## src/charger_regs.svh

```systemverilog
`ifndef CHARGER_REGS_SVH
`define CHARGER_REGS_SVH

// Register offsets
`define ADDR_SEC_LIMIT   8'h0F
`define ADDR_HOLD        8'h10
`define ADDR_CYCLE       8'h11
`define ADDR_ALERT       8'h12
`define ADDR_STATUS      8'h13

// Field positions
`define CODE_MSB         7
`define CODE_LSB         1
`define LIMIT2_MSB       6
`define LIMIT2_LSB       0
`define OCP_MSB          6
`define OCP_LSB          3
`define SKIP_BIT         1
`define RSV_BIT0         0
`define RSV_BIT7         7

// Power-on field values
`define HOLD_RESET       7'h03
`define CYCLE_RESET      7'h07
`define LIMIT2_RESET     7'h1E
`define OCP_RESET        4'hE
`define SKIP_RESET       1'b1

// Reserved bit read values
`define HOLD_RSV0        1'b1
`define CYCLE_RSV0       1'b0
`define ALERT_RSV0       1'b1
`define RSV_ZERO         1'b0

// Alert threshold scaling in mA
`define OCP_OFFSET_MA    14'h2BC
`define OCP_STEP_MA      14'h320

// Timing
`define CLK_PERIOD_NS    10
`define LIMIT_STEP_NS    100000

// Serial bus
`define DEV_ADDR_DEFAULT 7'h5C
`define BYTE_BITS        4'h8
`define LAST_BIT         4'h7

`endif

```

## src/charger_pkg.sv

```systemverilog
package charger_pkg;

    typedef enum logic [9:0] {
        ST_IDLE      = 10'h001,
        ST_ADDR      = 10'h002,
        ST_ACK_ADDR  = 10'h004,
        ST_REG       = 10'h008,
        ST_ACK_REG   = 10'h010,
        ST_WDATA     = 10'h020,
        ST_ACK_WDATA = 10'h040,
        ST_RDATA     = 10'h080,
        ST_RACK      = 10'h100,
        ST_RACK_OK   = 10'h200
    } serial_state_t;

    typedef logic [6:0] time_code_t;

endpackage

```

## src/limit_phase_if.sv

```systemverilog
`timescale 1ns/1ps
`default_nettype none

interface limit_phase_if;
    import charger_pkg::*;
    time_code_t hold_code;
    time_code_t cycle_code;
    logic       secondary_active;

    modport ctrl  (output hold_code, output cycle_code, input secondary_active);
    modport timer (input hold_code, input cycle_code, output secondary_active);
endinterface

`default_nettype wire

```

## src/limit_phase_timer.sv

```systemverilog
`timescale 1ns/1ps
`default_nettype none
`include "charger_regs.svh"

module limit_phase_timer
    import charger_pkg::*;
#(
    parameter int TICK_CYCLES = `LIMIT_STEP_NS / `CLK_PERIOD_NS
) (
    // Clock and reset
    input  wire logic      clock_in,
    input  wire logic      rst_in,
    // Codes in, phase out
    limit_phase_if.timer   lp
);

    logic [15:0] div_cnt;
    logic [8:0]  unit_cnt;
    logic        secondary_q;

    // Step counts in 100 us units
    wire logic        tick        = (div_cnt == 16'(TICK_CYCLES - 1));
    wire logic [8:0]  hold_units  = {1'b0, lp.hold_code, 1'b1};
    wire logic [8:0]  cycle_units = {1'b0, lp.cycle_code, 1'b0} + 9'h002;
    wire logic [8:0]  unit_inc    = unit_cnt + 9'h001;
    wire logic [8:0]  next_unit   = !tick ? unit_cnt : (unit_inc >= cycle_units) ? 9'h000 : unit_inc;
    wire logic [15:0] next_div    = tick ? 16'h0000 : div_cnt + 16'h0001;

    always_ff @(posedge clock_in) begin
        if (rst_in) begin
            div_cnt     <= 16'h0000;
            unit_cnt    <= 9'h000;
            secondary_q <= 1'b1;
        end else begin
            div_cnt     <= next_div;
            unit_cnt    <= next_unit;
            secondary_q <= (next_unit < hold_units);
        end
    end

    assign lp.secondary_active = secondary_q;

    property p_cycle_wrap;
        @(posedge clock_in) disable iff (rst_in)
        (tick && unit_inc >= cycle_units) |=> (unit_cnt == 9'h000) && secondary_q;
    endproperty
    a_cycle_wrap: assert property (p_cycle_wrap) else $error("limit cycle did not restart");

    property p_primary_after_hold;
        @(posedge clock_in) disable iff (rst_in)
        (tick && unit_inc == hold_units && unit_inc < cycle_units && $stable(lp.hold_code))
            |=> !secondary_q;
    endproperty
    a_primary_after_hold: assert property (p_primary_after_hold) else $error("hold time overran");

endmodule

`default_nettype wire

```

## src/charger_limit_timing_status_regs.sv

```systemverilog
// Behaviour
// - The hold field is seven bits of 200 us steps over a 100 us offset, reset to 700 us.
// - The cycle field is seven bits of 200 us steps over a 200 us offset, reset to 1600 us.
// - The hot alert rises while input current exceeds 700 mA plus 800 mA per step of bits 6 to 3, reset 11.9 A.
// - Bit 1 of the alert register enables light-load pulse skipping, set after reset.
// - Status bit 7 reads the battery undervoltage lockout, zero after reset.
// - Status bit 6 reads the system undervoltage condition, zero after reset.
// - Status bit 4 reads one while either input limiting loop is active, zero after reset.
// - Status bits 3:2 give the charge phase, bit 1 input power good, bit 0 outside minimum regulation.
// - The secondary current limit is seven bits of 50 mA with no offset, reset to 1.5 A.
`timescale 1ns/1ps
`default_nettype none
`include "charger_regs.svh"

module charger_limit_timing_status_regs
    import charger_pkg::*;
#(
    parameter int         TICK_CYCLES    = `LIMIT_STEP_NS / `CLK_PERIOD_NS,
    parameter logic [6:0] DEVICE_ADDRESS = `DEV_ADDR_DEFAULT
) (
    // Clock and reset
    input  wire logic        clock_in,
    input  wire logic        rst_in,
    // Serial bus
    input  wire logic        scl_in,
    input  wire logic        sda_in,
    output logic             sda_out,
    output logic             sda_oe_out,
    // Status sources
    input  wire logic        battery_undervoltage_flag_in,
    input  wire logic        system_undervoltage_flag_in,
    input  wire logic        input_voltage_limiting_loop_in,
    input  wire logic        input_current_limiting_loop_in,
    input  wire logic [1:0]  charge_phase_in,
    input  wire logic        input_power_good_in,
    input  wire logic        system_outside_min_regulation_in,
    // Input current measurement
    input  wire logic [13:0] input_current_ma_in,
    // Controls
    output logic             processor_hot_alert_out,
    output logic             light_load_pulse_skip_enable_out,
    output logic [6:0]       secondary_input_current_limit_out,
    output logic             secondary_limit_active_out
);

    serial_state_t state;
    serial_state_t next_state;
    logic [3:0]    bit_cnt;
    logic [3:0]    next_cnt;
    logic [7:0]    shift;
    logic [7:0]    next_shift;
    logic [7:0]    ptr;
    logic [7:0]    next_ptr;
    logic          rw;
    logic          next_rw;
    logic          wr_en;
    logic          scl_q;
    logic          scl_d;
    logic          sda_q;
    logic          sda_d;

    time_code_t    hold_code;
    time_code_t    cycle_code;
    logic [6:0]    limit2_code;
    logic [3:0]    input_overcurrent_alert_level;
    logic          skip_en;
    logic          alert_q;
    logic [7:0]    status_q;

    limit_phase_if lp ();

    // Register read image
    function automatic logic [7:0] read_reg(input logic [7:0] a);
        case (a)
            `ADDR_SEC_LIMIT: read_reg = {`RSV_ZERO, limit2_code};
            `ADDR_HOLD:      read_reg = {hold_code, `HOLD_RSV0};
            `ADDR_CYCLE:     read_reg = {cycle_code, `CYCLE_RSV0};
            `ADDR_ALERT:     read_reg = {`RSV_ZERO, input_overcurrent_alert_level, `RSV_ZERO, skip_en, `ALERT_RSV0};
            `ADDR_STATUS:    read_reg = status_q;
            default:         read_reg = 8'h00;
        endcase
    endfunction

    // Bus edge and condition decode
    wire logic scl_rise  = scl_q & ~scl_d;
    wire logic scl_fall  = ~scl_q & scl_d;
    wire logic bus_start = scl_q & scl_d & sda_d & ~sda_q;
    wire logic bus_stop  = scl_q & scl_d & ~sda_d & sda_q;
    wire logic byte_done = (bit_cnt == `BYTE_BITS);
    wire logic addr_hit  = (shift[7:1] == DEVICE_ADDRESS);
    wire logic [7:0] ptr_inc = ptr + 8'h01;

    // Write strobes
    wire logic       wr_limit2 = wr_en && (ptr == `ADDR_SEC_LIMIT);
    wire logic       wr_hold   = wr_en && (ptr == `ADDR_HOLD);
    wire logic       wr_cycle  = wr_en && (ptr == `ADDR_CYCLE);
    wire logic       wr_alert  = wr_en && (ptr == `ADDR_ALERT);
    wire time_code_t wr_code   = shift[`CODE_MSB:`CODE_LSB];
    wire logic       wr_skip   = shift[`SKIP_BIT];

    // Status image and alert threshold
    wire logic       power_path_limiting_flag = input_voltage_limiting_loop_in | input_current_limiting_loop_in;
    wire logic [7:0] status_image = {battery_undervoltage_flag_in, system_undervoltage_flag_in, `RSV_ZERO,
                                     power_path_limiting_flag, charge_phase_in, input_power_good_in,
                                     system_outside_min_regulation_in};
    wire logic [13:0] ocp_threshold_ma = `OCP_OFFSET_MA
                                         + {10'h000, input_overcurrent_alert_level} * `OCP_STEP_MA;

    always_comb begin
        next_state = state;
        next_cnt   = bit_cnt;
        next_shift = shift;
        next_ptr   = ptr;
        next_rw    = rw;
        wr_en      = 1'b0;
        if (bus_stop) begin
            next_state = ST_IDLE;
        end else if (bus_start) begin
            next_state = ST_ADDR;
            next_cnt   = 4'h0;
        end else begin
            case (state)
                ST_IDLE: begin
                    next_state = ST_IDLE;
                end
                ST_ADDR, ST_REG, ST_WDATA: begin
                    if (scl_rise && !byte_done) begin
                        next_shift = {shift[6:0], sda_q};
                        next_cnt   = bit_cnt + 4'h1;
                    end else if (scl_fall && byte_done) begin
                        next_cnt = 4'h0;
                        if (state == ST_ADDR) begin
                            next_rw    = shift[0];
                            next_state = addr_hit ? ST_ACK_ADDR : ST_IDLE;
                        end else if (state == ST_REG) begin
                            next_ptr   = shift;
                            next_state = ST_ACK_REG;
                        end else begin
                            wr_en      = 1'b1;
                            next_state = ST_ACK_WDATA;
                        end
                    end
                end
                ST_ACK_ADDR: begin
                    if (scl_fall) begin
                        next_shift = read_reg(ptr);
                        next_state = rw ? ST_RDATA : ST_REG;
                    end
                end
                ST_ACK_REG: begin
                    if (scl_fall) begin
                        next_state = ST_WDATA;
                    end
                end
                ST_ACK_WDATA: begin
                    if (scl_fall) begin
                        next_ptr   = ptr_inc;
                        next_state = ST_WDATA;
                    end
                end
                ST_RDATA: begin
                    if (scl_fall) begin
                        next_shift = {shift[6:0], 1'b0};
                        next_cnt   = (bit_cnt == `LAST_BIT) ? 4'h0 : bit_cnt + 4'h1;
                        next_state = (bit_cnt == `LAST_BIT) ? ST_RACK : ST_RDATA;
                    end
                end
                ST_RACK: begin
                    if (scl_rise) begin
                        next_state = sda_q ? ST_IDLE : ST_RACK_OK;
                    end
                end
                ST_RACK_OK: begin
                    if (scl_fall) begin
                        next_ptr   = ptr_inc;
                        next_shift = read_reg(ptr_inc);
                        next_state = ST_RDATA;
                    end
                end
                default: begin
                    next_state = ST_IDLE;
                end
            endcase
        end
    end

    always_ff @(posedge clock_in) begin
        if (rst_in) begin
            {scl_q, scl_d, sda_q, sda_d} <= 4'hF;
            state   <= ST_IDLE;
            bit_cnt <= 4'h0;
            shift   <= 8'h00;
            ptr     <= 8'h00;
            rw      <= 1'b0;
        end else begin
            {scl_q, scl_d, sda_q, sda_d} <= {scl_in, scl_q, sda_in, sda_q};
            state   <= next_state;
            bit_cnt <= next_cnt;
            shift   <= next_shift;
            ptr     <= next_ptr;
            rw      <= next_rw;
        end
    end

    // Configuration fields, loaded by power-on reset and by bus writes
    always_ff @(posedge clock_in) begin
        if (rst_in) begin
            hold_code                     <= `HOLD_RESET;
            cycle_code                    <= `CYCLE_RESET;
            limit2_code                   <= `LIMIT2_RESET;
            input_overcurrent_alert_level <= `OCP_RESET;
            skip_en                       <= `SKIP_RESET;
        end else begin
            if (wr_limit2) limit2_code <= shift[`LIMIT2_MSB:`LIMIT2_LSB];
            if (wr_hold) hold_code <= wr_code;
            if (wr_cycle) cycle_code <= wr_code;
            if (wr_alert) input_overcurrent_alert_level <= shift[`OCP_MSB:`OCP_LSB];
            if (wr_alert) skip_en <= wr_skip;
        end
    end

    always_ff @(posedge clock_in) begin
        if (rst_in) begin
            alert_q  <= 1'b0;
            status_q <= 8'h00;
        end else begin
            alert_q  <= (input_current_ma_in > ocp_threshold_ma);
            status_q <= status_image;
        end
    end

    assign lp.hold_code  = hold_code;
    assign lp.cycle_code = cycle_code;

    limit_phase_timer #(
        .TICK_CYCLES (TICK_CYCLES)
    ) u_timer (
        .clock_in (clock_in),
        .rst_in   (rst_in),
        .lp       (lp.timer)
    );

    assign sda_out                           = 1'b0;
    assign sda_oe_out                        = (state == ST_ACK_ADDR) || (state == ST_ACK_REG)
                                               || (state == ST_ACK_WDATA) || ((state == ST_RDATA) && !shift[7]);
    assign processor_hot_alert_out           = alert_q;
    assign light_load_pulse_skip_enable_out  = skip_en;
    assign secondary_input_current_limit_out = limit2_code;
    assign secondary_limit_active_out        = lp.secondary_active;

    property p_hold_write;
        @(posedge clock_in) disable iff (rst_in) wr_hold |=> (hold_code == $past(wr_code));
    endproperty
    a_hold_write: assert property (p_hold_write) else $error("hold field not written");

    property p_power_on;
        @(posedge clock_in) $fell(rst_in) |-> (cycle_code == `CYCLE_RESET) && (hold_code == `HOLD_RESET);
    endproperty
    a_power_on: assert property (p_power_on) else $error("timing fields wrong after reset");

    property p_alert_set;
        @(posedge clock_in) disable iff (rst_in)
        (input_current_ma_in > ocp_threshold_ma) |=> processor_hot_alert_out;
    endproperty
    a_alert_set: assert property (p_alert_set) else $error("hot alert missing");

    property p_alert_clear;
        @(posedge clock_in) disable iff (rst_in)
        (input_current_ma_in <= ocp_threshold_ma) |=> !processor_hot_alert_out;
    endproperty
    a_alert_clear: assert property (p_alert_clear) else $error("hot alert spurious");

    property p_skip_write;
        @(posedge clock_in) disable iff (rst_in)
        wr_alert |=> (light_load_pulse_skip_enable_out == $past(wr_skip));
    endproperty
    a_skip_write: assert property (p_skip_write) else $error("skip enable not written");

    property p_status_read;
        @(posedge clock_in) disable iff (rst_in)
        ((state == ST_ACK_ADDR) && scl_fall && rw && (ptr == `ADDR_STATUS)) |=> (shift == $past(status_q));
    endproperty
    a_status_read: assert property (p_status_read) else $error("status byte mismatch");

    property p_limit2_reset;
        @(posedge clock_in) $fell(rst_in) |-> (secondary_input_current_limit_out == `LIMIT2_RESET);
    endproperty
    a_limit2_reset: assert property (p_limit2_reset) else $error("limit two reset wrong");

    property p_reserved_read;
        @(posedge clock_in) disable iff (rst_in)
        ((state == ST_ACK_ADDR) && scl_fall && rw && (ptr == `ADDR_ALERT))
            |=> (shift[`RSV_BIT0] == `ALERT_RSV0) && (shift[`RSV_BIT7] == `RSV_ZERO);
    endproperty
    a_reserved_read: assert property (p_reserved_read) else $error("reserved bits wrong");

    property p_addr_ack;
        @(posedge clock_in) disable iff (rst_in)
        ((state == ST_ADDR) && scl_fall && byte_done && addr_hit && !bus_stop) |=> sda_oe_out [*1] ##1 1'b1;
    endproperty
    a_addr_ack: assert property (p_addr_ack) else $error("address not acknowledged");

endmodule

`default_nettype wire

```

## config.mk

```make
export PLATFORM = sky130hd
export DESIGN_NAME = charger_limit_timing_status_regs
export DESIGN_NICKNAME = d
export VERILOG_FILES = /design/src/charger_pkg.sv /design/src/limit_phase_if.sv /design/src/limit_phase_timer.sv /design/src/charger_limit_timing_status_regs.sv
export VERILOG_INCLUDE_DIRS = /design/src
export SDC_FILE = /design/constraint.sdc
export NUM_CORES = 1
export LEC_CHECK = 0
export BUFFER_PORTS_ARGS = -buffer_cell sky130_fd_sc_hd__clkbuf_2
export CELL_PAD_IN_SITES_DETAIL_PLACEMENT = 1
export CELL_PAD_IN_SITES_GLOBAL_PLACEMENT = 1
export CORE_AREA = 2 2 123 125
export DETAILED_ROUTE_END_ITERATION = 7
export DIE_AREA = 0 0 125 127
export PLACE_DENSITY = 0.83
export SLEW_MARGIN = 20
export SYNTH_ARGS = -nofsm -noshare
export SYNTH_HDL_FRONTEND = slang
export SYNTH_SLANG_ARGS = --single-unit
```

## constraint.sdc

```tcl
create_clock -name clock_in -period 3.5 [get_ports clock_in]
set_input_delay 0.175 -clock clock_in [delete_from_list [all_inputs] [get_ports clock_in]]
set_output_delay 0.175 -clock clock_in [all_outputs]
set_load 0.02 [all_outputs]
```

== Word level (Yosys, flattened, before mapping) ==
Index checks and enable logic that the tools add are counted.
W data, S select, Z words.

* Bits of input ports: 26
* Output and inout port bits: 12
* Word-level logic and storage cells: 158
* Bits in registers: 96

* Mux-type cells: 43
* Reductions and logical operators: 27
* Eq/ne operators: 42
* Multipliers: 1
* Bitwise logic cells: 15
* Add/sub/neg operators: 6
* $lt $le $gt $ge: 3

{| class="wikitable"
|+ Operator list
! kind !! number
|-
| $mux W10 || 8
|-
| $mux W8 || 10
|-
| $pmux W8 S5 || 2
|-
| $eq A8 B5 Y1 const B || 8
|-
| $pmux W10 S6 || 1
|-
| $pmux W8 S4 || 1
|-
| $mux W9 || 3
|-
| $reduce_and A7 Y1 || 3
|-
| $mux W4 || 5
|-
| $ne A2 B2 Y1 const B || 9
|-
| $ne A3 B3 Y1 const B || 6
|-
| $add A16 B1 Y16 const B || 1
|-
| $eq A16 B14 Y1 const B || 1
|-
| $eq A8 B4 Y1 const B || 2
|-
| $pmux W8 S2 || 1
|-
| $add A10 B14 Y14 const A || 1
|-
| $gt A14 B14 Y1 || 1
|-
| $mux W7 || 2
|-
| $eq A10 B10 Y1 const B || 1
|-
| $eq A10 B2 Y1 const B || 1
|-
| $eq A10 B3 Y1 const B || 1
|-
| $eq A10 B4 Y1 const B || 1
|-
| $eq A10 B5 Y1 const B || 1
|-
| $eq A10 B6 Y1 const B || 1
|-
| other kinds (34) || 66
|}

== Longest topological paths before layout ==
Gate-level depths: netlist of the first run.

* Depth in word-level cells: 9
* Depth in mapped cells: 19

== Cells and area by module ==
Synthesis of the first run repeated with hierarchy kept, for this count alone.

* Cell total of the unflattened synthesis: 786
* Area total of the unflattened synthesis: 6,568.8 um^2

{| class="wikitable"
|+ By module, submodules not included
! module !! sequential area each (um^2) !! area an instance (um^2) !! cells an instance !! instances
|-
| charger_limit_timing_status_regs || 1,381.3 || 4,712.0 || 560 || 1
|-
| limit_phase_timer || 520.5 || 1,856.8 || 226 || 1
|}

== Worst setup path after synthesis of the first run ==
OpenSTA, ideal clock, no wires.

* Kind: register -> register
* From: register u_timer.unit_cnt[0]
* To: register u_timer.secondary_q, in the netlist u_timer.lp.secondary_active
* Clock period less this slack: 3.621 ns
* Arrival: 3.562 ns
* Required time: 3.441 ns
* Slack: -0.121 ns
* Stages on the path, launching flop included: 19
* Path buffers: 1
* Cells stage by stage: dfxtp_1 -> ha_1 -> and3_1 -> and3_1 -> nand3_1 -> xnor2_1 -> ha_1 -> a21oi_1 -> o21ai_0 -> a211o_1 -> buf_2 -> or3_1 -> nand2_1 -> ha_1 -> a21o_1 -> a211o_1 -> a21oi_1 -> a211o_1 -> a31o_1

* Longest elaborated chain between the ends: 5

{| class="wikitable"
|+ RTL lines
! element !! line !! source
|-
| start: declaration || limit_phase_timer.sv:18 || <nowiki>logic [8:0] unit_cnt;</nowiki>
|-
| start signal: assignment || limit_phase_timer.sv:36 || <nowiki>unit_cnt <= next_unit;</nowiki>
|-
| $add A9 B1 Y9 * || limit_phase_timer.sv:25 || <nowiki>wire logic [8:0] unit_inc = unit_cnt + 9'h001;</nowiki>
|-
| $ge A9 B9 Y1 || limit_phase_timer.sv:26 || <nowiki>wire logic [8:0] next_unit = !tick ? unit_cnt : (unit_inc >= cycle_units) ? 9'h000 : unit_inc;</nowiki>
|-
| $mux W9 * (2 in a row) || limit_phase_timer.sv:26 ||
|-
| net u_timer.next_unit[3] || limit_phase_timer.sv:26 ||
|-
| $lt A9 B8 Y1 * || limit_phase_timer.sv:37 || <nowiki>secondary_q <= (next_unit < hold_units);</nowiki>
|-
| end signal: assignment || limit_phase_timer.sv:37 ||
|-
| end: declaration || limit_phase_timer.sv:19 || <nowiki>logic secondary_q;</nowiki>
|}

The timed path passes the listed nets; every way through them passes the cells marked *.
A chain may end at the register's enable or synchronous reset.

== Worst setup path in the final report of the first run ==
Ends and elaborated chain as after synthesis.

==> out/metrics.csv, run 1 <==
stage,metric,value,unit
layout,Filler cells,1724,
logic_synthesis,"Cell Area, Synth",0.00600,sq mm
global_routing,initial antenna violation count,0,
layout,layout cells sized above 1,16.7,%
logic_synthesis,"Primary FF master, synth",dfxtp_1,
power_and_ir_drop,maximum VDD drop,0.284,mV
global_routing,Overall Global Routing Usage,22.9,%
critical_path,Top delay family on crit path,compound AO/OA/AOI/OAI gates,
global_routing,vias in the first global route,6021,
timing,fmax,0.278,GHz
timing,Final Slew Violations,0,
logic_synthesis,Synth Area in Compound Gates,20.2,%
logic_synthesis,Synth Area per Inst,8.09,sq um
floorplan,starting density of the core,41.6,%
detailed_routing,total number of vias,5833,
cts,CTS H-tree lvls,3,
cts,CTS tree,yes,
critical_path,Critical Path RT,3.79,ns
global_routing,GR Util met3,4.02,%
logic_synthesis,post-synthesis mux area share,2.21,%
global_routing,grt peak-use layer,met2,
detailed_routing,Vias per Instance,6.03,
logic_synthesis,Async SR Flop Fraction,0,%
power_and_ir_drop,leakage power,2.83,nW
detailed_routing,Post-Route WL,18200,um
critical_path,CP max stage delay,0.38,ns
critical_path,CP Capture Type,register,
timing,final setup fails,1,
timing,Worst-Margin Slew,1.01,ns
global_routing,met2 usage,38.4,%
power_and_ir_drop,power density over the cells,319,mW/mm^2
logic_synthesis,count of cell types in the netlist,67,
cts,clock latency at the later pin of the worst-skew pair,0.35,ns
floorplan,num ports,38,
critical_path,CP max FO,4,
layout,"commonest non-fill, non-tap cell in the layout",dfxtp_1,
timing,Final WS setup,-0.0907,ns
timing,RSZ-0062 raised after global routing,yes,
logic_synthesis,xor/xnor cell area share of the yosys netlist,5.83,%
floorplan,chip height,127,um
floorplan,# rows,44,
global_routing,met1 GRT Util,30.0,%
logic_synthesis,largest family of logic cells by synthesized area,simple AND/OR/NAND/NOR gates,
layout,Nets,850,
placement,Placement Setup Slack,-0.226,ns
logic_synthesis,sequential element share of the synthesized area,31.7,%
worst_hold_path,Worst Hold Class,input port to register,
logic_synthesis,"flops & latches, synth",95,
detailed_routing,# DRC,0,
floorplan,Core ar.,0.0144,sq mm
timing,hold slack,0.0133,ns
critical_path,critical path type,register to register,
cts,clk slew on worst S/H paths,0.07,ns
logic_synthesis,number of synthesized flops with an enable pin,0,
timing,Final Hold Viols,0,
detailed_routing,DRT Pass-1 Iters,7,
cts,cts bufs inserted,9,
layout,ANT cells,0,
status,status,finished with violations,
logic_synthesis,simple-gate portion of the synthesized area,25.2,%
logic_synthesis,Synth Warn #,0,
global_routing,largest net degree at the start of global routing,42,
cts,Max Root-Sink Buffers,2,
timing,Final Cycle Share,103,%
floorplan,Total Die Area,0.0159,sq mm
logic_synthesis,Synth Instances,742,
detailed_routing,ANT nets after route,0,
critical_path,startpoint type of the worst setup path,register,
layout,Syn-to-layout area delta,16.0,%
logic_synthesis,syn nets,814,
global_routing,global-route wire length before repair,29900,um
placement,GP Congestion,0.917,
status,failing checks,setup timing,
critical_path,cells along the critical path,ha_4 > and3_4 > and3_4 > nand3_2 > xnor2_2 > ha_4 > a21oi_2 > o21ai_1 > a211o_1 > or3_4 > nand2_4 > ha_4 > a21o_1 > a211o_1 > a21oi_2 > a211o_1 > a31o_1,
detailed_routing,average wire per standard cell,18.8,um
cts,root buf cell,clkbuf_16,
cts,Sink Count,95,
logic_synthesis,Post-Synth Adder-Cell Area,9.71,%
global_routing,grt ovf,0,
critical_path,crit path max-delay cell type,dfxtp_4,
placement,I/O Buffers,36,
placement,hpwl dp,13200,um
critical_path,Crit path buffers/inverters,0,
layout,FF+latch area,0.00191,sq mm
timing,clock skew,0.0112,ns
layout,footprint of the multi-input gates,0.00396,sq mm
layout,most frequent cells in the layout,"93 x dfxtp_1, 62 x nor2_1, 61 x nand2_1",
critical_path,arrival time at the worst endpoint,3.89,ns
timing,Final min period,3.59,ns
flow_run,max-cap violation count,0,
timing,Relative slew margins,32.0,%
detailed_routing,initial detailed-routing violation count,565,
floorplan,die width,125,um
-- power breakdown --
group,internal [mW],total [mW],leakage (nW),switching [mW]
clock,0.564,1.04,0.148,0.474
sequential,1.09,1.10,0.771,0.0121
combinational,0.0322,0.0784,1.91,0.0461
-- per-layer routing --
layer / up-vias / share of wire (%)
met2: 160 / 49
met4: 0 / 1.7
met1: 2890 / 44
li1: 2756 / -
met5: - / 0
met3: 27 / 5.1
-- worst paths after layout --
path	start	end	slack, ns	depth (start not counted)
max	u_timer.unit_cnt[0]	u_timer.lp.secondary_active	-0.09	17
min	scl_in	scl_q	0.01	2
max reg2reg	u_timer.unit_cnt[0]	u_timer.lp.secondary_active	-0.09	17
min reg2reg	u_timer.div_cnt[0]	u_timer.div_cnt[0]	0.45	1
-- registers in the layout (all words and copies together), names as in the netlist, 4 cells and up --
name / count
u_timer.unit_cnt: 9
state: 10
input_overcurrent_alert_level: 4
status_q: 7
u_timer.div_cnt: 16
hold_code: 7
bit_cnt: 4
cycle_code: 7
secondary_input_current_limit_out: 7
ptr: 8
shift: 8
-- through the flow --
stage                     setup TNS, ns  utilization, %  cells  power (mW)  cell area, sq um
after detailed placement         -0.226            44.7    943        1.20              6450
after global routing             -0.248            48.3    967        2.30              6960
after global placement                0            44.7    943        1.20              6450
final                           -0.0907            48.3    967        2.22              6960
after CTS                        -0.114            47.2    963        2.24              6810
after floorplan                       0               -    742        1.17              6030
-- cells in the mapped netlist, types with 16 or more instances --
cell / count / area [sq um]
a21oi_1: 53 / 265
a22oi_1: 16 / 120
clkbuf_1: 37 / 139
dfxtp_1: 95 / 1900
ha_1: 45 / 563
inv_1: 30 / 113
nand2_1: 64 / 240
nand3_1: 45 / 225
nor2_1: 62 / 233
nor2b_1: 23 / 144
o21ai_0: 24 / 120
xnor2_1: 18 / 158
xor2_1: 22 / 193
-- layout make-up --
class	instances	share of cell area, %
well taps	184	3.31
inverters	30	1.62
clock buffers	9	3.23
repair buffers	70	6.45
multi-input cells	572	56.9
flip-flops and latches	95	27.4
clock inverters	7	1.15
-- timing repair --
item	in CTS	in global routing
hold buffers	1	0
setup endpoints to repair	1	1
resized for setup	9	23
pin swaps	12	17
endpoints found under the hold margin	1	0
setup buffers	3	3
-- cell families (layout without fill, tap and decap cells) --
kind of cell,after synthesis,in the layout
flip-flops,95,95
XOR/XNOR,40,40
AND/OR/NAND/NOR,292,292
adder cells (fa/ha/maj),46,46
AO/OA/AOI/OAI,180,180
other,1,1
multiplexers,13,13
buffers and inverters,75,116
Power figures use the tool's default switching activity.
==> run 2: changes to the inputs <==
Settings changed: CORE_AREA 2 2 123 125 to 10 10 131 133, DIE_AREA 0 0 125 127 to 0 0 141 143.
==> run 2 against run 1 <==
  * The flow still finishes with violations (setup timing)
  * Final area fell by 1.1%
  * Sequential share of layout area rose by 0.38 points
  * Maximum frequency rose by 1.6%
  * Routed wire length rose by 1.3%
  * Global-route usage fell by 4.9 points
  * Clock skew fell by 0.00078 ns
  * Critical endpoint unchanged
  * Largest cell class unchanged
==> out/metrics.csv, run 2 (same netlist as run 1, synthesis figures left out) <==
stage,metric,value,unit,change
layout,Filler cells,1742,,+1.0%
placement,placed standard-cell area,0.00642,sq mm,-0.35%
layout,"commonest non-fill, non-tap cell in the layout",dfxtp_1,,
cts,clk slew on worst S/H paths,0.07,ns,about the same
detailed_routing,initial detailed-routing violation count,479,,-15%
global_routing,vias in the first global route,6066,,+0.75%
timing,Worst-Margin Slew,0.837,ns,-0.174 ns
timing,Final min period,3.53,ns,-0.0569 ns
timing,Relative slew margins,44.2,%,+12 points
layout,biggest regs,"u_timer.div_cnt: 16 flops, state: 10 flops, u_timer.unit_cnt: 9 flops",,
timing,Final WS setup,-0.0338,ns,+0.0569 ns
global_routing,grt ovf,0,,unchanged
cts,cts bufs inserted,9,,unchanged
power_and_ir_drop,leakage power,2.80,nW,-1.0%
cts,Max Root-Sink Buffers,2,,unchanged
status,status,finished with violations,,
cts,CTS tree,yes,,
critical_path,critical path type,register to register,,
critical_path,startpoint type of the worst setup path,register,,
floorplan,# rows,44,,unchanged
detailed_routing,total number of vias,5833,,unchanged
timing,fmax,0.283,GHz,+1.6%
power_and_ir_drop,maximum VDD drop,0.212,mV,-25%
placement,placed cell count,940,,-0.32%
detailed_routing,DRT Pass-1 Iters,6,,-1
critical_path,CP max FO,5,,+1
placement,GP Congestion,0.879,,-4.2%
cts,root buf cell,clkbuf_16,,
floorplan,Core ar.,0.0144,sq mm,unchanged
layout,Util after Layout,47.7,%,-0.54 points
status,failing checks,setup timing,,
detailed_routing,Post-Route WL,18500,um,+1.3%
layout,fin cells,963,,-0.41%
layout,post-route cell area,0.00689,sq mm,-1.1%
global_routing,Overall Global Routing Usage,18.1,%,-4.9 points
critical_path,CP Capture Type,register,,
detailed_routing,Vias per Instance,6.06,,+0.42%
timing,RSZ-0062 raised after global routing,yes,,
critical_path,Top delay family on crit path,compound AO/OA/AOI/OAI gates,,
layout,largest reg by FF count,u_timer.div_cnt,,
placement,hpwl dp,13500,um,+2.0%
timing,clock skew,0.0104,ns,-0.000783 ns
critical_path,Critical Path RT,3.75,ns,-0.04 ns
global_routing,global-route wire length before repair,30300,um,+1.3%
layout,FF+latch area,0.00191,sq mm,+0.26%
cts,"Hold-fix buffers, CTS",0,,-1
critical_path,most used cell along the critical path,a211o_1,,
cts,Sink Count,95,,unchanged
detailed_routing,ANT nets after route,0,,unchanged
critical_path,crit path max-delay cell type,dfxtp_4,,
detailed_routing,average wire per standard cell,19.2,um,+1.7%
floorplan,num ports,38,,unchanged
layout,footprint of the multi-input gates,0.00393,sq mm,-0.82%
layout,max reg flops,16,,unchanged
timing,Final Hold Viols,0,,unchanged
placement,Placement Setup Slack,-0.158,ns,+0.0677 ns
floorplan,Total Die Area,0.0202,sq mm,+27%
floorplan,starting density of the core,41.6,%,unchanged
critical_path,arrival time at the worst endpoint,3.78,ns,-0.11 ns
placement,I/O Buffers,36,,unchanged
power_and_ir_drop,power density over the cells,318,mW/mm^2,-0.29%
critical_path,CP max stage delay,0.36,ns,-0.02 ns
global_routing,largest net degree at the start of global routing,52,,+24%
cts,CTS H-tree lvls,3,,unchanged
timing,Final Cycle Share,101,%,-1.6 points
layout,ANT cells,0,,unchanged
floorplan,chip height,143,um,+13%
critical_path,cells along the critical path,ha_4 > and3_4 > and3_4 > buf_4 > xor2_1 > ha_1 > a21oi_2 > o21ai_1 > a211o_1 > buf_6 > nor3b_2 > a21o_1 > ha_2 > a21o_1 > a211o_1 > a21oi_2 > a211o_1 > a31o_1,,
layout,Syn-to-layout area delta,14.7,%,
critical_path,Crit path buffers/inverters,2,,+2
layout,Nets,846,,-0.47%
layout,layout cells sized above 1,15.7,%,-1.1 points
cts,clock latency at the later pin of the worst-skew pair,0.35,ns,about the same
timing,Final Slew Violations,0,,unchanged
detailed_routing,# DRC,0,,unchanged
floorplan,die width,141,um,+13%
timing,final setup fails,1,,unchanged
worst_hold_path,Worst Hold Class,input port to register,,
global_routing,initial antenna violation count,0,,unchanged
layout,most frequent cells in the layout,"91 x dfxtp_1, 62 x nand2_1, 62 x nor2_1",,
flow_run,max-cap violation count,0,,unchanged
-- run 2: cell count changes in the layout (fill, tap and decap cells not counted), moves of 2 or more --
cell	before	now
and3_4	4	2
buf_6	3	1
nand3_1	42	44
dfxtp_1	93	91
nand3_2	3	1
o21ai_1	1	3
o21ai_2	3	1
and3_1	3	5
-- run 2: per-stage QoR --
step | power, mW | setup TNS, ns | hold slack (ns)
6_report | 2.19 | -0.0338 | 0.0136
3_5_place_dp | 1.21 | -0.158 | 0.366
2_1_floorplan | 1.17 | 0 | 0.279
3_3_place_gp | 1.20 | 0 | 0.361
4_1_cts | 2.21 | -0.0104 | 0.00804
5_1_grt | 2.26 | -0.201 | 0.0203
-- run 2: final cells by class --
cell class | instances | share of cell area [%]
flip-flops and latches | 95 | 27.8
multi-input cells | 572 | 57.0
clock buffers | 10 | 3.33
repair buffers | 66 | 5.91
clock inverters | 6 | 0.999
inverters | 30 | 1.64
well taps | 184 | 3.34
-- run 2: worst register-to-register path, cell delays in order (launching register included) --
cell	delay, ns
dfxtp_4	0.36
ha_4	0.15
and3_4	0.17
and3_4	0.18
buf_4	0.14
xor2_1	0.14
ha_1	0.31
a21oi_2	0.13
o21ai_1	0.08
a211o_1	0.29
buf_6	0.16
nor3b_2	0.17
a21o_1	0.14
ha_2	0.19
a21o_1	0.13
a211o_1	0.16
a21oi_2	0.04
a211o_1	0.29
a31o_1	0.20
-- run 2: timing repair --
action | 4_1_cts | 5_1_grt
setup buffers | 7 | 0
setup endpoints to repair | 1 | 1
resized for setup | 17 | 9
pin swaps | 14 | 2
-- run 2: layer usage --
metal	global-route usage, %	vias to the layer above	wire length [um]
met1	22.6	2899	8150
met3	3.08	32	1020
li1	-	2745	-
met5	0	-	0
met2	30.6	157	8920
met4	6.30	0	359
-- run 2: worst paths after layout --
check	start	endpoint	slack (ns)	cells past startpoint
worst max-delay path	u_timer.unit_cnt[1]	u_timer.lp.secondary_active	-0.03	18
worst min-delay path	scl_in	scl_q	0.01	2
worst max register to register	u_timer.unit_cnt[1]	u_timer.lp.secondary_active	-0.03	18
worst min register to register	u_timer.div_cnt[0]	u_timer.div_cnt[0]	0.46	1
-- run 2: power breakdown --
group	internal, mW	switching (mW)
Clock	0.558	0.448
Combinational	0.0322	0.0464
Sequential	1.09	0.0120
==> run 3: changes to the inputs <==
Settings changed: PLACE_DENSITY 0.83 to 0.79.
==> run 3 against run 2 <==
  * The run now ends clean
  * Clock-buffer cell count shrank 1
  * Non-clock buffer count grew 6
  * Worst setup slack gained 0.049 ns
  * Sequential power is essentially flat
  * Clock power grew 6%
  * Worst hold slack lost 0.0075 ns
  * Routed wire length is essentially flat
==> out/metrics.csv, run 3 (same netlist as run 1, synthesis figures left out) <==
stage,metric,value,unit,change
timing,Final Cycle Share,99.6,%,-1.4 points
timing,Final Slew Violations,0,,unchanged
flow_run,max-cap violation count,0,,unchanged
critical_path,Critical Path RT,3.80,ns,+0.05 ns
floorplan,Total Die Area,0.0202,sq mm,unchanged
floorplan,die width,141,um,unchanged
critical_path,CP Capture Type,register,,
global_routing,largest net degree at the start of global routing,53,,+1.9%
timing,Worst-Margin Slew,1.13,ns,+0.289 ns
critical_path,worst r2r path cells,16,,-2
cts,clk slew on worst S/H paths,0.08,ns,about the same
layout,Util after Layout,48.6,%,+0.82 points
global_routing,Overall Global Routing Usage,18.0,%,-0.057 points
detailed_routing,Post-Route WL,18500,um,about the same
layout,Filler cells,1694,,-2.8%
floorplan,num ports,38,,unchanged
worst_hold_path,Hold Path Stages,2,,unchanged
detailed_routing,average wire per standard cell,19.0,um,-0.61%
layout,most frequent cells in the layout,"91 x dfxtp_1, 62 x nand2_1, 62 x nor2_1",,
timing,Final Hold Viols,0,,unchanged
timing,Final TNS setup,0,ns,+0.0338 ns
layout,"commonest non-fill, non-tap cell in the layout",dfxtp_1,,
timing,hold slack,0.00613,ns,-0.00746 ns
power_and_ir_drop,maximum VDD drop,0.285,mV,+34%
timing,Final min period,3.48,ns,-0.0488 ns
layout,Syn-to-layout area delta,16.6,%,
placement,Placement Setup Slack,-0.148,ns,+0.0106 ns
global_routing,initial antenna violation count,0,,unchanged
global_routing,global-route wire length before repair,30200,um,about the same
detailed_routing,Top Layer Used,met4,,
power_and_ir_drop,power density over the cells,321,mW/mm^2,+1.0%
power_and_ir_drop,leakage power,2.85,nW,+1.7%
layout,largest reg by FF count,u_timer.div_cnt,,
layout,ANT cells,0,,unchanged
cts,CTS H-tree lvls,3,,unchanged
timing,RSZ-0062 raised after global routing,yes,,
detailed_routing,DRT Pass-1 Iters,5,,-1
floorplan,starting density of the core,41.6,%,unchanged
layout,Nets,852,,+0.71%
critical_path,startpoint type of the worst setup path,register,,
cts,CTS tree,yes,,
placement,GP Congestion,0.904,,+2.9%
detailed_routing,total number of vias,5778,,-0.94%
cts,root buf cell,clkbuf_16,,
placement,I/O Buffers,36,,unchanged
cts,cts bufs inserted,9,,unchanged
detailed_routing,DR WL met3,957,um,-6.1%
layout,max reg flops,16,,unchanged
worst_hold_path,Worst Hold Class,input port to register,,
floorplan,# rows,44,,unchanged
timing,final setup fails,0,,-1
floorplan,Core ar.,0.0144,sq mm,unchanged
worst_hold_path,worst hold path startpoint,scl_in,,
timing,Relative slew margins,24.9,%,-19 points
placement,hpwl dp,13400,um,-0.10%
cts,Max Root-Sink Buffers,2,,unchanged
detailed_routing,ANT nets after route,0,,unchanged
detailed_routing,Vias per Instance,5.96,,-1.6%
global_routing,grt ovf,0,,unchanged
detailed_routing,initial detailed-routing violation count,466,,-2.7%
timing,Final WS setup,0.0150,ns,+0.0488 ns
layout,layout cells sized above 1,16.9,%,+1.3 points
critical_path,crit path launch,u_timer.unit_cnt[0],,
timing,clock skew,0.0105,ns,+0.0000592 ns
detailed_routing,WL met2,9050,um,+1.5%
critical_path,arrival time at the worst endpoint,3.79,ns,about the same
critical_path,worst r2r src,u_timer.unit_cnt[0],,
critical_path,CP max FO,4,,-1
status,status,completed,,
layout,biggest regs,"u_timer.div_cnt: 16 flops, state: 10 flops, u_timer.unit_cnt: 9 flops",,
cts,Sink Count,95,,unchanged
critical_path,critical path type,register to register,,
global_routing,vias in the first global route,6017,,-0.81%
timing,fmax,0.287,GHz,+1.4%
detailed_routing,# DRC,0,,unchanged
floorplan,chip height,143,um,unchanged
detailed_routing,Met1 Wirelength,8130,um,-0.28%
power_and_ir_drop,total design power,2.25,mW,+2.8%
cts,clock latency at the later pin of the worst-skew pair,0.36,ns,about the same
==> run 3: critical path, cell delays in order (launching register included) <==
cell and delay [ns]:
dfxtp_4 0.38, and3_4 0.19, and3_1 0.18, nand3_1 0.13
xnor2_2 0.19, ha_1 0.33, o22ai_2 0.14, nor2_1 0.06
a211o_1 0.35, or3_4 0.38, nand2_4 0.08, ha_4 0.19
a21o_1 0.15, a211o_1 0.30, a21oi_1 0.12, a211o_1 0.13
a31o_1 0.14
==> run 3: through the flow <==
stage,cell area (sq um),cells
2_1_floorplan,6030,742
3_5_place_dp,6460,945
3_3_place_gp,6460,945
4_1_cts,6890,967
6_report,7000,969
5_1_grt,7000,969
==> run 3: area by class of cell <==
type	instances	area (sq um)	share of cell area [%]
multi-input cells	572	3970	56.7
inverters	30	113	1.61
flip-flops and latches	95	1910	27.3
well taps	184	230	3.29
repair buffers	72	464	6.63
clock buffers	9	225	3.22
clock inverters	7	86.3	1.23
==> run 3: layer usage <==
metal / vias up / GRT usage, %
met5: - / 0
met4: 0 / 7.01
li1: 2746 / -
met1: 2853 / 22.0
met2: 156 / 30.6
met3: 23 / 3.35
==> run 3: power by group <==
group / internal [mW] / switching, mW / leakage, nW
logic: 0.0329 / 0.0466 / 1.92
registers: 1.09 / 0.0121 / 0.771
clock network: 0.573 / 0.494 / 0.151
==> run 3: timing repair <==
action | 4_1_cts | 5_1_grt
setup endpoints to repair | 1 | 2
setup buffers | 5 | 2
hold endpoints to repair | 1 | 0
gates resized for setup | 16 | 20
pin swaps | 16 | 11
hold buffers | 1 | 0
==> run 3: path summary, 6_finish.rpt <==
kind	slack (ns)	end
worst max register to register	0.02	u_timer.lp.secondary_active
worst max-delay path	0.02	u_timer.lp.secondary_active
worst min-delay path	0.006	scl_q
worst min register to register	0.45	u_timer.div_cnt[0]
